==> src/inc/insn_decoder_map.vh <==
// Purpose: constants for the 14-bit instruction decoder
// Assumes: included by bare name from every design file except the cycle counter
// Notes:   definitions only
`ifndef INSN_DECODER_MAP_VH
`define INSN_DECODER_MAP_VH

// Field positions inside the instruction word
`define INSN_W        14
`define PFX_HI        13
`define PFX_LO        12
`define SUB_HI        11
`define SUB_LO        8
`define DEST_BIT      7
`define FADDR_HI      6
`define BIDX_HI       9
`define BIDX_LO       7
`define BSUB_HI       11
`define BSUB_LO       10

// Prefix values
`define PFX_BYTE      2'h0
`define PFX_BIT       2'h1
`define PFX_LIT       2'h3

// Byte-oriented sub codes under the byte prefix
`define SB_STORE      4'h0
`define SB_CLEAR      4'h1
`define SB_SUB        4'h2
`define SB_DEC        4'h3
`define SB_OR         4'h4
`define SB_AND        4'h5
`define SB_XOR        4'h6
`define SB_ADD        4'h7
`define SB_MOVE       4'h8
`define SB_COMP       4'h9
`define SB_INC        4'hA
`define SB_DECSKIP    4'hB
`define SB_RRC        4'hC
`define SB_RLC        4'hD
`define SB_SWAP       4'hE
`define SB_INCSKIP    4'hF

// Sub codes under the literal prefix
`define SL_LOADW      4'h0
`define SL_PCLATCH    4'h1
`define SL_LSL        4'h5
`define SL_LSR        4'h6
`define SL_ASR        4'h7
`define SL_OR         4'h8
`define SL_AND        4'h9
`define SL_XOR        4'hA
`define SL_SUBB       4'hB
`define SL_LSUB       4'hC
`define SL_ADDC       4'hD
`define SL_ADD        4'hE

// Bit-operation sub codes
`define BS_CLR        2'h0
`define BS_SET        2'h1
`define BS_TSTC       2'h2
`define BS_TSTS       2'h3

// Special markers in the low byte
`define BANK_MARK     3'h1
`define CLEAR_WORKING_ZERO     6'h00

// Indirect data register addresses and the one-cycle extra cost
`define INDIRECT0_ADDR 7'h00
`define INDIRECT1_ADDR 7'h01
`define CYC_EXTRA      2'h1

// Operation identifiers
`define OP_ADD_WREG_FILE   6'h00
`define OP_ADD_CARRY       6'h01
`define OP_AND_WREG_FILE   6'h02
`define OP_ASR_FILE        6'h03
`define OP_LSL_FILE        6'h04
`define OP_LSR_FILE        6'h05
`define OP_CLEAR_FILE      6'h06
`define OP_CLEAR_WORKING   6'h07
`define OP_COMPLEMENT      6'h08
`define OP_DECREMENT       6'h09
`define OP_INCREMENT       6'h0A
`define OP_OR_WREG_FILE    6'h0B
`define OP_MOVE_FILE       6'h0C
`define OP_STORE_WORKING   6'h0D
`define OP_ROTATE_LEFT     6'h0E
`define OP_ROTATE_RIGHT    6'h0F
`define OP_SUB_WREG        6'h10
`define OP_SUB_BORROW      6'h11
`define OP_NIBBLE_SWAP     6'h12
`define OP_XOR_WREG_FILE   6'h13
`define OP_DEC_SKIP_ZERO   6'h14
`define OP_INC_SKIP_ZERO   6'h15
`define OP_BIT_CLEAR       6'h16
`define OP_BIT_SET         6'h17
`define OP_BIT_SKIP_CLEAR  6'h18
`define OP_BIT_SKIP_SET    6'h19
`define OP_ADD_LITERAL     6'h1A
`define OP_AND_LITERAL     6'h1B
`define OP_OR_LITERAL      6'h1C
`define OP_LOAD_BANK       6'h1D
`define OP_LOAD_PC_HIGH    6'h1E
`define OP_LOAD_WORKING    6'h1F
`define OP_LIT_MINUS_W     6'h20
`define OP_XOR_LITERAL     6'h21
`define OP_ILLEGAL         6'h3F

`endif

==> src/hdl/flag_effects.v <==
// Purpose: status flags touched by each operation
// Assumes: operation identifiers from the map header
// Notes:   purely combinational
`timescale 1ns/1ps
`include "insn_decoder_map.vh"

module flag_effects (
  input  wire [5:0] op,
  output reg        upd_c,
  output reg        upd_dc,
  output reg        upd_z,
  output reg        carry_in
);
  always @* begin
    upd_c    = 1'b0;
    upd_dc   = 1'b0;
    upd_z    = 1'b0;
    carry_in = 1'b0;
    case (op)
      `OP_ADD_WREG_FILE, `OP_SUB_WREG, `OP_ADD_LITERAL, `OP_LIT_MINUS_W: begin
        upd_c  = 1'b1; // [RQ2] [RQ3] [RQ9]
        upd_dc = 1'b1;
        upd_z  = 1'b1;
      end
      `OP_ADD_CARRY, `OP_SUB_BORROW: begin
        upd_c    = 1'b1; // [RQ2] [RQ3]
        upd_dc   = 1'b1;
        upd_z    = 1'b1;
        carry_in = 1'b1;
      end
      `OP_AND_WREG_FILE, `OP_OR_WREG_FILE, `OP_XOR_WREG_FILE,
      `OP_AND_LITERAL, `OP_OR_LITERAL, `OP_XOR_LITERAL: begin
        upd_z = 1'b1; // [RQ4] [RQ10]
      end
      `OP_ASR_FILE, `OP_LSL_FILE, `OP_LSR_FILE: begin
        upd_c = 1'b1; // [RQ5]
        upd_z = 1'b1;
      end
      `OP_ROTATE_LEFT, `OP_ROTATE_RIGHT: begin
        upd_c    = 1'b1; // [RQ6]
        carry_in = 1'b1;
      end
      `OP_CLEAR_FILE, `OP_CLEAR_WORKING, `OP_COMPLEMENT, `OP_DECREMENT,
      `OP_INCREMENT, `OP_MOVE_FILE: begin
        upd_z = 1'b1; // [RQ14]
      end
      default: begin
        upd_z = 1'b0; // Skips, bit ops, loads and swap touch no flag [RQ7]
      end
    endcase
  end
endmodule

==> src/hdl/cycle_counter.v <==
// Purpose: counts the no-operation cycles that follow an instruction
// Assumes: load only while the count is zero
// Notes:   frozen while ce is low
`timescale 1ns/1ps

module cycle_counter (
  input  wire       clk,
  input  wire       srst,
  input  wire       ce,
  input  wire       load,
  input  wire [1:0] extra,
  output reg  [1:0] rem_r,
  output reg  [1:0] rem_nxt
);
  always @* begin
    rem_nxt = rem_r;
    if (load) begin
      rem_nxt = extra;
    end else if (rem_r != 2'h0) begin
      rem_nxt = rem_r - 2'h1;
    end
  end

  always @(posedge clk) begin
    if (srst) begin
      rem_r <= 2'h0;
    end else if (ce) begin
      rem_r <= rem_nxt;
    end
  end
endmodule

==> src/hdl/enhanced_insn_decoder.v <==
// Purpose: decodes 14-bit core instructions into control for the datapath
// Assumes: datapath presents result_zero, tested_bit and the select MSbs
//          in the cycle the instruction is offered
// Notes:   one instruction in flight; extra cycles show as nop_cycle
// Operation
// [RQ1] Instructions are 14 bits; file ops hold opcode, destination, 7-bit address.
// [RQ2] Add is 00 0111, add-with-carry 11 1101; both set C, DC, Z.
// [RQ3] Subtract is 00 0010, with borrow 11 1011; both set C, DC, Z.
// [RQ4] AND, OR, XOR with file are 00 0101/0100/0110, zero flag only.
// [RQ5] Arith right, left, right shifts are 11 0111/0101/0110, set C and Z.
// [RQ6] Rotate left/right through carry are 00 1101/1100, carry flag only.
// [RQ7] Dec/inc skip-if-zero take two cycles on zero, touch no flags.
// [RQ8] Bit ops: prefix 01, sub-code, bit index, address; clear, set, skip tests.
// [RQ9] Add literal and literal minus working write working, set C, DC, Z.
// [RQ10] AND, OR, XOR literal are 11 1001/1000/1010, zero flag only.
// [RQ11] Load PC latch 7 bits, bank select 5 bits, working 8 bits.
// [RQ12] PC change or true test costs two cycles, second a no-op.
// [RQ13] Indirect access with select MSb set adds one cycle.
// [RQ14] Also clear, clear working, store, complement, dec, inc, move, swap.
`timescale 1ns/1ps
`include "insn_decoder_map.vh"

module enhanced_insn_decoder (
  input  wire                 clk,
  input  wire                 srst,
  input  wire                 ce,
  input  wire                 insn_valid,
  input  wire [`INSN_W-1:0]   insn,
  input  wire                 result_zero,
  input  wire                 tested_bit,
  input  wire                 fsr0_msb,
  input  wire                 fsr1_msb,
  output reg                  insn_ready,
  output reg                  dec_valid,
  output reg  [5:0]           op_id,
  output reg                  illegal,
  output reg                  dest_file,
  output reg  [6:0]           file_addr,
  output reg  [2:0]           bit_idx,
  output reg  [7:0]           literal,
  output reg                  wr_working,
  output reg                  wr_file,
  output reg                  wr_bank_select,
  output reg                  wr_pc_high_latch,
  output reg                  upd_carry,
  output reg                  upd_digit_carry,
  output reg                  upd_zero,
  output reg                  carry_in_used,
  output reg                  skip_next,
  output reg                  indirect_extra,
  output reg  [1:0]           cycles,
  output reg                  nop_cycle
);

  wire [1:0] pfx   = insn[`PFX_HI:`PFX_LO];
  wire [3:0] sub   = insn[`SUB_HI:`SUB_LO];
  wire [1:0] bsub  = insn[`BSUB_HI:`BSUB_LO];
  wire       d_bit = insn[`DEST_BIT];
  wire [6:0] faddr = insn[`FADDR_HI:0];

  reg  [5:0] op_nxt;
  reg        file_op_nxt;
  reg        dest_nxt;
  reg  [7:0] lit_nxt;
  reg        wr_w_nxt;
  reg        wr_f_nxt;
  reg        wr_bsr_nxt;
  reg        wr_pcl_nxt;
  reg        skip_nxt;
  reg        ind_nxt;
  reg  [1:0] extra_nxt;

  wire       f_c;
  wire       f_dc;
  wire       f_z;
  wire       f_cin;
  wire [1:0] rem_r;
  wire [1:0] rem_nxt;

  wire accept = insn_valid && insn_ready;

  // Operation classification
  always @* begin
    op_nxt      = `OP_ILLEGAL;
    file_op_nxt = 1'b0;
    case (pfx)
      `PFX_BYTE: begin
        file_op_nxt = 1'b1; // [RQ1]
        case (sub)
          `SB_STORE: begin
            if (d_bit) begin
              op_nxt = `OP_STORE_WORKING; // [RQ14]
            end else if (insn[7:5] == `BANK_MARK) begin
              op_nxt      = `OP_LOAD_BANK; // [RQ11]
              file_op_nxt = 1'b0;
            end else begin
              file_op_nxt = 1'b0;
            end
          end
          `SB_CLEAR: begin
            if (d_bit) begin
              op_nxt = `OP_CLEAR_FILE; // [RQ14]
            end else if (insn[7:2] == `CLEAR_WORKING_ZERO) begin
              op_nxt      = `OP_CLEAR_WORKING;
              file_op_nxt = 1'b0;
            end else begin
              file_op_nxt = 1'b0;
            end
          end
          `SB_SUB:     op_nxt = `OP_SUB_WREG; // [RQ3]
          `SB_DEC:     op_nxt = `OP_DECREMENT; // [RQ14]
          `SB_OR:      op_nxt = `OP_OR_WREG_FILE; // [RQ4]
          `SB_AND:     op_nxt = `OP_AND_WREG_FILE; // [RQ4]
          `SB_XOR:     op_nxt = `OP_XOR_WREG_FILE; // [RQ4]
          `SB_ADD:     op_nxt = `OP_ADD_WREG_FILE; // [RQ2]
          `SB_MOVE:    op_nxt = `OP_MOVE_FILE; // [RQ14]
          `SB_COMP:    op_nxt = `OP_COMPLEMENT; // [RQ14]
          `SB_INC:     op_nxt = `OP_INCREMENT; // [RQ14]
          `SB_DECSKIP: op_nxt = `OP_DEC_SKIP_ZERO; // [RQ7]
          `SB_RRC:     op_nxt = `OP_ROTATE_RIGHT; // [RQ6]
          `SB_RLC:     op_nxt = `OP_ROTATE_LEFT; // [RQ6]
          `SB_SWAP:    op_nxt = `OP_NIBBLE_SWAP; // [RQ14]
          `SB_INCSKIP: op_nxt = `OP_INC_SKIP_ZERO; // [RQ7]
          default:     op_nxt = `OP_ILLEGAL;
        endcase
      end
      `PFX_BIT: begin
        file_op_nxt = 1'b1; // [RQ8]
        case (bsub)
          `BS_CLR:  op_nxt = `OP_BIT_CLEAR;
          `BS_SET:  op_nxt = `OP_BIT_SET;
          `BS_TSTC: op_nxt = `OP_BIT_SKIP_CLEAR;
          `BS_TSTS: op_nxt = `OP_BIT_SKIP_SET;
          default:  op_nxt = `OP_ILLEGAL;
        endcase
      end
      `PFX_LIT: begin
        case (sub)
          `SL_LOADW: op_nxt = `OP_LOAD_WORKING; // [RQ11]
          `SL_PCLATCH: begin
            if (d_bit) begin
              op_nxt = `OP_LOAD_PC_HIGH; // [RQ11]
            end
          end
          `SL_LSL: begin
            op_nxt      = `OP_LSL_FILE; // [RQ5]
            file_op_nxt = 1'b1;
          end
          `SL_LSR: begin
            op_nxt      = `OP_LSR_FILE; // [RQ5]
            file_op_nxt = 1'b1;
          end
          `SL_ASR: begin
            op_nxt      = `OP_ASR_FILE; // [RQ5]
            file_op_nxt = 1'b1;
          end
          `SL_OR:    op_nxt = `OP_OR_LITERAL; // [RQ10]
          `SL_AND:   op_nxt = `OP_AND_LITERAL; // [RQ10]
          `SL_XOR:   op_nxt = `OP_XOR_LITERAL; // [RQ10]
          `SL_SUBB: begin
            op_nxt      = `OP_SUB_BORROW; // [RQ3]
            file_op_nxt = 1'b1;
          end
          `SL_LSUB:  op_nxt = `OP_LIT_MINUS_W; // [RQ9]
          `SL_ADDC: begin
            op_nxt      = `OP_ADD_CARRY; // [RQ2]
            file_op_nxt = 1'b1;
          end
          `SL_ADD:   op_nxt = `OP_ADD_LITERAL; // [RQ9]
          default:   op_nxt = `OP_ILLEGAL;
        endcase
      end
      default: begin
        op_nxt = `OP_ILLEGAL; // Prefix 10 carries no listed operation
      end
    endcase
    if (op_nxt == `OP_ILLEGAL) begin
      file_op_nxt = 1'b0;
    end
  end

  // Destination, literal, write enables and skip condition
  always @* begin
    dest_nxt   = 1'b0;
    lit_nxt    = 8'h00;
    wr_w_nxt   = 1'b0;
    wr_f_nxt   = 1'b0;
    wr_bsr_nxt = 1'b0;
    wr_pcl_nxt = 1'b0;
    skip_nxt   = 1'b0;
    case (op_nxt)
      `OP_STORE_WORKING, `OP_CLEAR_FILE, `OP_BIT_CLEAR, `OP_BIT_SET: begin
        dest_nxt = 1'b1; // [RQ8] [RQ14]
        wr_f_nxt = 1'b1;
      end
      `OP_CLEAR_WORKING: begin
        wr_w_nxt = 1'b1; // [RQ14]
      end
      `OP_BIT_SKIP_CLEAR: begin
        skip_nxt = ~tested_bit; // [RQ8]
      end
      `OP_BIT_SKIP_SET: begin
        skip_nxt = tested_bit; // [RQ8]
      end
      `OP_LOAD_BANK: begin
        lit_nxt    = {3'h0, insn[4:0]}; // [RQ11]
        wr_bsr_nxt = 1'b1;
      end
      `OP_LOAD_PC_HIGH: begin
        lit_nxt    = {1'b0, insn[6:0]}; // [RQ11]
        wr_pcl_nxt = 1'b1;
      end
      `OP_LOAD_WORKING, `OP_ADD_LITERAL, `OP_LIT_MINUS_W, `OP_AND_LITERAL,
      `OP_OR_LITERAL, `OP_XOR_LITERAL: begin
        lit_nxt  = insn[7:0]; // [RQ9] [RQ10] [RQ11]
        wr_w_nxt = 1'b1;
      end
      `OP_ILLEGAL: begin
        dest_nxt = 1'b0;
      end
      default: begin
        // Byte ops: d picks file (1) or working (0)
        dest_nxt = d_bit; // [RQ1]
        wr_f_nxt = d_bit;
        wr_w_nxt = ~d_bit;
        if (op_nxt == `OP_DEC_SKIP_ZERO || op_nxt == `OP_INC_SKIP_ZERO) begin
          skip_nxt = result_zero; // [RQ7]
        end
      end
    endcase
  end

  // Indirect target only costs when its select MSb is set
  always @* begin
    ind_nxt = 1'b0;
    if (file_op_nxt) begin
      if (faddr == `INDIRECT0_ADDR) begin
        ind_nxt = fsr0_msb; // [RQ13]
      end else if (faddr == `INDIRECT1_ADDR) begin
        ind_nxt = fsr1_msb; // [RQ13]
      end
    end
    extra_nxt = (skip_nxt ? `CYC_EXTRA : 2'h0) + (ind_nxt ? `CYC_EXTRA : 2'h0); // [RQ12]
  end

  flag_effects u_flags (
    .op       (op_nxt),
    .upd_c    (f_c),
    .upd_dc   (f_dc),
    .upd_z    (f_z),
    .carry_in (f_cin)
  );

  cycle_counter u_cycles (
    .clk     (clk),
    .srst    (srst),
    .ce      (ce),
    .load    (accept),
    .extra   (extra_nxt),
    .rem_r   (rem_r),
    .rem_nxt (rem_nxt)
  );

  // Control outputs; the no-op cycles block the next fetch
  always @(posedge clk) begin
    if (srst) begin
      insn_ready <= 1'b0;
      dec_valid  <= 1'b0;
      nop_cycle  <= 1'b0;
    end else if (ce) begin
      insn_ready <= (rem_nxt == 2'h0);
      dec_valid  <= accept;
      nop_cycle  <= !accept && (rem_r != 2'h0); // [RQ12] [RQ13]
    end
  end

  // Decoded fields held until the next accepted instruction
  always @(posedge clk) begin
    if (srst) begin
      op_id            <= `OP_ILLEGAL;
      illegal          <= 1'b0;
      dest_file        <= 1'b0;
      file_addr        <= 7'h00;
      bit_idx          <= 3'h0;
      literal          <= 8'h00;
      wr_working       <= 1'b0;
      wr_file          <= 1'b0;
      wr_bank_select   <= 1'b0;
      wr_pc_high_latch <= 1'b0;
      upd_carry        <= 1'b0;
      upd_digit_carry  <= 1'b0;
      upd_zero         <= 1'b0;
      carry_in_used    <= 1'b0;
      skip_next        <= 1'b0;
      indirect_extra   <= 1'b0;
      cycles           <= 2'h0;
    end else if (ce && accept) begin
      op_id            <= op_nxt;
      illegal          <= (op_nxt == `OP_ILLEGAL);
      dest_file        <= dest_nxt;
      file_addr        <= file_op_nxt ? faddr : 7'h00; // [RQ1]
      bit_idx          <= (pfx == `PFX_BIT) ? insn[`BIDX_HI:`BIDX_LO] : 3'h0; // [RQ8]
      literal          <= lit_nxt;
      wr_working       <= wr_w_nxt;
      wr_file          <= wr_f_nxt;
      wr_bank_select   <= wr_bsr_nxt;
      wr_pc_high_latch <= wr_pcl_nxt;
      upd_carry        <= f_c;
      upd_digit_carry  <= f_dc;
      upd_zero         <= f_z;
      carry_in_used    <= f_cin;
      skip_next        <= skip_nxt; // [RQ7] [RQ12]
      indirect_extra   <= ind_nxt;
      cycles           <= `CYC_EXTRA + extra_nxt; // [RQ12] [RQ13]
    end
  end

endmodule

==> config.mk <==
export PLATFORM = sky130hd
export DESIGN_NAME = enhanced_insn_decoder
export DESIGN_NICKNAME = d
export VERILOG_FILES = /design/src/hdl/flag_effects.v /design/src/hdl/cycle_counter.v /design/src/hdl/enhanced_insn_decoder.v
export VERILOG_INCLUDE_DIRS = /design/src /design/src/inc
export SDC_FILE = /design/constraint.sdc
export NUM_CORES = 1
export LEC_CHECK = 0
export ABC_CLOCK_PERIOD_IN_PS = 3610
export BUFFER_PORTS_ARGS = -buffer_cell sky130_fd_sc_hd__buf_2
export CAP_MARGIN = 20
export CORE_ASPECT_RATIO = 1.25
export CORE_MARGIN = 1
export CORE_UTILIZATION = 40
export DETAILED_ROUTE_END_ITERATION = 12
export HOLD_SLACK_MARGIN = 0.1
export MAX_ROUTING_LAYER = met4
export PLACE_DENSITY = 0.67
export RECOVER_POWER = 50
export SLEW_MARGIN = 20
export SYNTH_ARGS = -nofsm -noshare
export SYNTH_HDL_FRONTEND = slang
export SYNTH_SLANG_ARGS = --single-unit
==> constraint.sdc <==
create_clock -name clk -period 3.61 [get_ports clk]
set_input_delay 0.5415 -clock clk [delete_from_list [all_inputs] [get_ports clk]]
set_output_delay 0.5415 -clock clk [all_outputs]
set_load 0.01 [all_outputs]
==> summary.txt, run 1 <==
Status
  – Status: finished, violations left
  – Failing checks: capacitance limit

Routing
  – Met3 WL: between 200 and 300 um
  – Routed WL: roughly 6.6 mm
  – Post-route ant nets: 0
  – Met1 Wirelength: between 2 and 3 mm
  – Vias/cell: roughly 5.6
  – Metal2 WL: 3.33 mm
  – Routed length per instance: 14.5 um
  – Drt pass-1 iters: 4
  – Vias: around 2,600
  – DR iter-0 viols: around 110
  – Top layer in use: met4
  – DRC: 0

Logic synthesis
  – Leading area contributor after synthesis: dfxtp_1
  – Sequential element share of the synthesized area: a little under a third
  – Mapped Area: ~2600 sq um
  – Avg Synthesized Cell Area: around 8 sq um
  – Synth top area share: 31.8%
  – #FFs+latches synth: 42
  – Count of cell types in the netlist: 64
  – Syn Inst Count: ~330
  – Ys flop type: dfxtp_1
  – Post-synth EDFFs: 0
  – Syn_nets: 352
  – Yosys warning total: 0
  – Dominant cells by area after synthesis: dfxtp_1, a21oi_1, nand2_1
  – Ys async rst share: 0%

Clock network
  – # Post-CTS Setup Buffers: 0
  – Root Buffer: clkbuf_8
  – Sink Count: 42
  – Clock buffer count from CTS: 5
  – H-tree levels: 2
  – CTS tree: built
  – Clock latency on the worst-skew pair: 290 ps
  – PostCTS Resize Cnt: 0
  – Cts hold-fix bufs: 0
  – CTS max path bufs: 2
  – Clock transition at path regs: about 70 ps

Cells and area
  – Most frequent cells in the layout: dfxtp_1, clkbuf_1, nand2_1
  – Post-Layout Cell Count: about 460
  – Layout fillers: about 660
  – Layout cells sized above 1: between 15 and 20%
  – NumNets Final: roughly 400
  – Area Growth Syn to Fin: 11.4%
  – Final core occ: a little under half
  – Antenna Cells: 0

Floorplan
  – Die Y: 92.8 um
  – Row Count: 32
  – Die X: about 75 um
  – Die area: 6930 sq um
  – # IOs: 63
  – Core area: between 6000 and 7000 sq um
  – Starting Density: a little over two fifths

Place
  – HPWL Detailed: 4.76 mm
  – Pre-CTS WS: 473 ps
  – IO buf count: a little over 60
  – Dpl cells: 451
  – Placer congestion estimate: 0.900

Timing
  – Fin crit share: between 70% and 80%
  – Slew margin rel.: 0.670%
  – Post-Route Setup TNS: 0 ps
  – Layout Skew: roughly 1.7 ps
  – Slew Limit Fails: 0
  – Fin crit period: approximately 2900 ps
  – Final hold viol count: 0
  – Fmax: between 300 and 400 MHz
  – Least-Margin Pin Slew: ~1500 ps
  – Setup violators final: 0
  – Final WS setup: between 700 and 800 ps
  – RSZ-0062 raised after global routing: no

GRT
  – Overflow after GRT: 0
  – Initial antenna violation count: 0
  – Largest net degree at the start of global routing: 40
  – First-pass GRT wire length: roughly 11 mm
  – Vias in the first global route: about 2,300
  – Total GRT Usage: between 20% and 30%

Critical path
  – Crit-path cells: buf_2 -> nor4b_1 -> a31o_2 -> a2111oi_4 -> and3_1 -> nand2_1 -> nor3_1 -> a21oi_1 -> ha_1 -> nor2_1 -> o22ai_1 -> a211oi_1
  – Setup crit end kind: flop
  – CP Class: in -> reg
  – CP Launch Type: input port
  – Critical path data arrival time: a little over 3000 ps
  – Required @ worst endpoint: 3800 ps
  – Crit-path slowest cell: a2111oi_4
  – CP Max Fanout: 27
  – Crit-path max cell delay: ~370 ps

Run
  – Max Cap Viol: 1

Power
  – VDD IR max: 0.219 mV
  – PwrDens: around 340 nW/um^2
  – Total Power: roughly 1000 uW
  – Leak: 0.00105 uW

Hold path
  – HP Class: reg -> reg
cells by family (layout without fill, tap and decap cells):
family / Yosys count / after routing / share of synthesized area [%]
multiplexers: 2 / 2 / 0.758
adder cells (fa/ha/maj): 2 / 2 / 0.948
AND/OR/NAND/NOR: 130 / 130 / 25.5
flip-flops: 42 / 42 / 31.8
XOR/XNOR: 2 / 2 / 0.664
AO/OA/AOI/OAI: 110 / 110 / 31.7
buffers and inverters: 40 / 85 / 8.53
power by group:
| part | internal (uW) | switching (uW) |
|---|---|---|
| Combinational | 83.6 | 153 |
| Sequential | 476 | 7.40 |
| Clock | 133 | 148 |
synthesized netlist by cell type (all sizes together), types with 9 or more instances:
cell type  number
a21oi          35
nand2b          9
a22oi          10
nor2           31
inv            10
o21ai          14
nand2          36
clkbuf         13
dfxtp          42
buf            17
nand3          20
critical path, delay by kind of cell:
kind / cells / cell delay (ps)
adder cells (fa/ha/maj): 1 / 340
buffers and inverters: 1 / 360
AND/OR/NAND/NOR: 5 / 810
AO/OA/AOI/OAI: 5 / 990
layout make-up:
type	instances	area [sq um]	share of cell area (%)
timing repair buffer	68	305	10.4
tap	85	106	3.62
sequential	42	841	28.6
multi-input combinational	246	1570	53.5
clock buffer	7	76.3	2.60
inverter	10	37.5	1.28
final timing paths:
path                    from    endpoint  slack [ps]  cells past startpoint
hold reg to reg   bit_idx[1]  bit_idx[1]         450                      2
setup / recovery    insn[10]  insn_ready         760                     12
setup reg to reg  insn_ready     illegal        1860                      4
hold / removal    bit_idx[1]  bit_idx[1]         450                      2
registers in the layout, indices dropped and copies added, names as in the netlist:
register,flops
file_addr,7
op_id,6
wr_bank_select,1
wr_file,1
wr_working,1
upd_zero,1
carry_in_used,1
literal,8
skip_next,1
u_cycles.rem_r,2
bit_idx,3
illegal,1
upd_digit_carry,1
insn_ready,1
nop_cycle,1
cycles,2
upd_carry,1
indirect_extra,1
dec_valid,1
wr_pc_high_latch,1
stage by stage:
step / instance area, sq um / hold WS (ps)
floorplan: 2640 / 476
global placement: 2910 / 435
detailed placement: 2910 / 442
CTS: 2990 / 455
global route: 2940 / 469
finish: 2940 / 452
routing by layer:
layer	global-route usage [%]	vias up
met3	3.26	6
met2	33.8	64
met4	5.97	0
li1	-	1273
met5	-	-
met1	26.5	1213
No activity file was read; power rests on OpenSTA's default activity.
==> inputs of run 2 (changes only) <==
--- a/config.mk
+++ b/config.mk
@@ -6,7 +6,8 @@
 export SDC_FILE = /design/constraint.sdc
 export NUM_CORES = 1
 export LEC_CHECK = 0
-export ABC_CLOCK_PERIOD_IN_PS = 3610
+export ABC_AREA = 1
+export ABC_CLOCK_PERIOD_IN_PS = 2700
 export BUFFER_PORTS_ARGS = -buffer_cell sky130_fd_sc_hd__buf_2
 export CAP_MARGIN = 20
 export CORE_ASPECT_RATIO = 1.25
@@ -15,7 +16,7 @@
 export DETAILED_ROUTE_END_ITERATION = 12
 export HOLD_SLACK_MARGIN = 0.1
 export MAX_ROUTING_LAYER = met4
-export PLACE_DENSITY = 0.67
+export PLACE_DENSITY = 0.68
 export RECOVER_POWER = 50
 export SLEW_MARGIN = 20
 export SYNTH_ARGS = -nofsm -noshare
==> constraint.sdc (replaced) <==
create_clock -name clk -period 2.7 [get_ports clk]
set_input_delay 0.405 -clock clk [delete_from_list [all_inputs] [get_ports clk]]
set_output_delay 0.405 -clock clk [all_outputs]
set_load 0.01 [all_outputs]
==> summary.txt, run 2 <==
Logic synthesis
  – Leading area contributor after synthesis: dfxtp_1
  – Dominant cells by area after synthesis: dfxtp_1, nand2_1, a21oi_1
  – Syn Inst Count: around 400
  – #FFs+latches synth: 42
  – Mapped Area: approximately 2400 sq um
  – Synth top cells by count: nand2_1, inv_1, a21oi_1
  – Synth top area share: 34.5%
  – Sequential element share of the synthesized area: approximately a third
  – Post-synth EDFFs: 0
  – Ys async rst share: 0%
  – Count of cell types in the netlist: 28
  – Syn_nets: approximately 420
  – Yosys warning total: 0
  – Ys flop type: dfxtp_1
  – Avg Synthesized Cell Area: between 6 and 7 sq um
  – Most frequent cell after synthesis: nand2_1

Place
  – Placer congestion estimate: between 0.9 and 1
  – Dpl cells: about 540
  – Pre-CTS WS: -12.6 ps
  – HPWL Detailed: 5.45 mm
  – IO buf count: 62

Clock network
  – Clock latency on the worst-skew pair: 280 ps
  – # Post-CTS Setup Buffers: 0
  – Clock transition at path regs: about 80 ps
  – CTS max path bufs: 2
  – PostCTS Resize Cnt: 0
  – Clock buffer count from CTS: 5
  – Cts hold-fix bufs: 0
  – Root Buffer: clkbuf_8
  – Sink Count: 42
  – CTS tree: built
  – H-tree levels: 2

Power
  – Leak: 0.00142 uW
  – VDD IR max: between 0.15 and 0.2 mV
  – Total Power: 1350 uW
  – PwrDens: about 450 nW/um^2

Critical path
  – Crit-path cells: buf_2 -> inv_1 -> nor2_1 -> nand2_1 -> nand2_1 -> nor2_2 -> nand3_2 -> nand3_1 -> nand2_2 -> nor2_4 -> nand4_1 -> nand2_1 -> inv_1 -> ha_1 -> inv_1 -> o21ai_0 -> nor3_1 -> a21oi_1 -> nor2_1
  – CP Launch Type: input port
  – CP Max Fanout: 7
  – WP buf/inv: 4
  – CP Class: in -> reg
  – CP delay by family, top: simple AND/OR/NAND/NOR gates
  – Setup crit end kind: flop
  – Crit-path slowest cell: ha_1
  – Crit-path max cell delay: 290 ps
  – Required @ worst endpoint: between 2000 and 3000 ps
  – Critical path data arrival time: between 2000 and 3000 ps
  – Flop2flop setup slack: between 1000 and 1500 ps

GRT
  – Initial antenna violation count: 0
  – Largest net degree at the start of global routing: 30
  – First-pass GRT wire length: approximately 11 mm
  – Total GRT Usage: 22.3%
  – Met2 Use GR: between 30% and 40%
  – Gr busiest metal: met2
  – Met1 global-route usage: between 20% and 30%
  – Met3 Track Usage GR: roughly 2.7%
  – Overflow after GRT: 0
  – Vias in the first global route: 2,369

Routing
  – Vias: between 2,000 and 3,000
  – Routed WL: slightly below 7 mm
  – Vias/cell: ~5.0
  – Drt pass-1 iters: 5
  – Routed length per instance: roughly 13 um
  – Post-route ant nets: 0
  – DR iter-0 viols: approximately 130
  – DRC: 0

Timing
  – Hold slack: approximately 430 ps
  – RSZ-0062 raised after global routing: no
  – Fin crit share: roughly 90%
  – Slew margin rel.: between 50% and 60%
  – Layout Skew: roughly 4.2 ps
  – Fin crit period: between 2000 and 2500 ps
  – Final WS setup: around 250 ps
  – Fmax: 408 MHz
  – Setup violators final: 0
  – Slew Limit Fails: 0
  – Least-Margin Pin Slew: around 740 ps
  – Final hold viol count: 0

Cells and area
  – Biggest regs: literal x8, file_addr x7, op_id x6
  – Most frequent cells in the layout: nand2_1, inv_1, a21oi_1
  – Largest register FFs: 8
  – Commonest non-fill, non-tap cell in the layout: nand2_1
  – Top reg by flops: literal
  – Area Growth Syn to Fin: 23.0%
  – Layout fillers: about 630
  – Post-Layout Cell Count: approximately 540
  – Layout cells sized above 1: ~15%
  – Final core occ: about 51%
  – Antenna Cells: 0
  – NumNets Final: 500

Floorplan
  – Row Count: 31
  – Starting Density: a little over two fifths
  – Die Y: roughly 90 um
  – # IOs: between 60 and 70
  – Core area: approximately 5800 sq um
  – Die X: ~72 um
  – Die area: between 6000 and 7000 sq um

Run
  – Max Cap Viol: 0

Hold path
  – HP Class: in -> reg

Status
  – Status: completed
[run 2: changes by cell type in the layout (fill, tap and decap cells not counted), sizes merged, moves of 5 or more]
cell / previous run / this run
nor2: 31 / 50
a22oi: 10 / 0
a211oi: 7 / 0
inv: 10 / 48
a31oi: 8 / 0
buf: 28 / 46
nand3: 20 / 25
a21oi: 35 / 45
nand2: 36 / 115
o21ai: 14 / 30
nand2b: 9 / 0
[run 2: final timing paths]
| path | start | to | cells past startpoint |
|---|---|---|---|
| setup / recovery | insn[11] | insn_ready | 19 |
| hold / removal | ce | nop_cycle | 3 |
| setup reg to reg | insn_ready | wr_working | 6 |
| hold reg to reg | nop_cycle | nop_cycle | 2 |
[run 2: per-layer routing]
metal	vias to the layer above	routed length, um	share of wire [%]
li1	1438	-	-
met1	1201	3070	45
met2	72	3270	48
met3	14	260	3.8
met4	0	193	2.8
met5	-	0	0
[run 2: final cells by class]
cell class / instances / area [sq um] / area share, %
multi-input combinational: 292 / 1360 / 45.4
inverter: 49 / 184 / 6.14
clock buffer: 5 / 68.8 / 2.30
clock inverter: 2 / 10.0 / 0.334
sequential: 42 / 841 / 28.1
tap: 66 / 82.6 / 2.76
timing repair buffer: 86 / 448 / 15.0
[run 2: kinds of logic after synthesis]
family                   share of synthesized area (%)
AND/OR/NAND/NOR                                   36.2
AO/OA/AOI/OAI                                     18.7
buffers and inverters                             9.56
flip-flops                                        34.5
adder cells (fa/ha/maj)                           1.03
[run 2: power breakdown]
part           switching, uW  internal [uW]  leakage (uW)
registers               10.6            638      0.000341
clock network            201            174     0.0000438
logic                    209            117       0.00104
[run 2: stage by stage]
step / cell area (sq um) / setup TNS [ps]
after CTS: 3050 / 0
after detailed placement: 2970 / -12.6
final: 3000 / 0
after floorplan: 2430 / 0
after global routing: 3000 / 0
after global placement: 2950 / -17.5
[run 2: worst register-to-register path: stages, from the launching register on]
cell and delay (ps):
dfxtp_1 360, nand2_1 130, nor2_1 140, inv_1 340
buf_8 300, nor3_1 200, a21oi_1 80
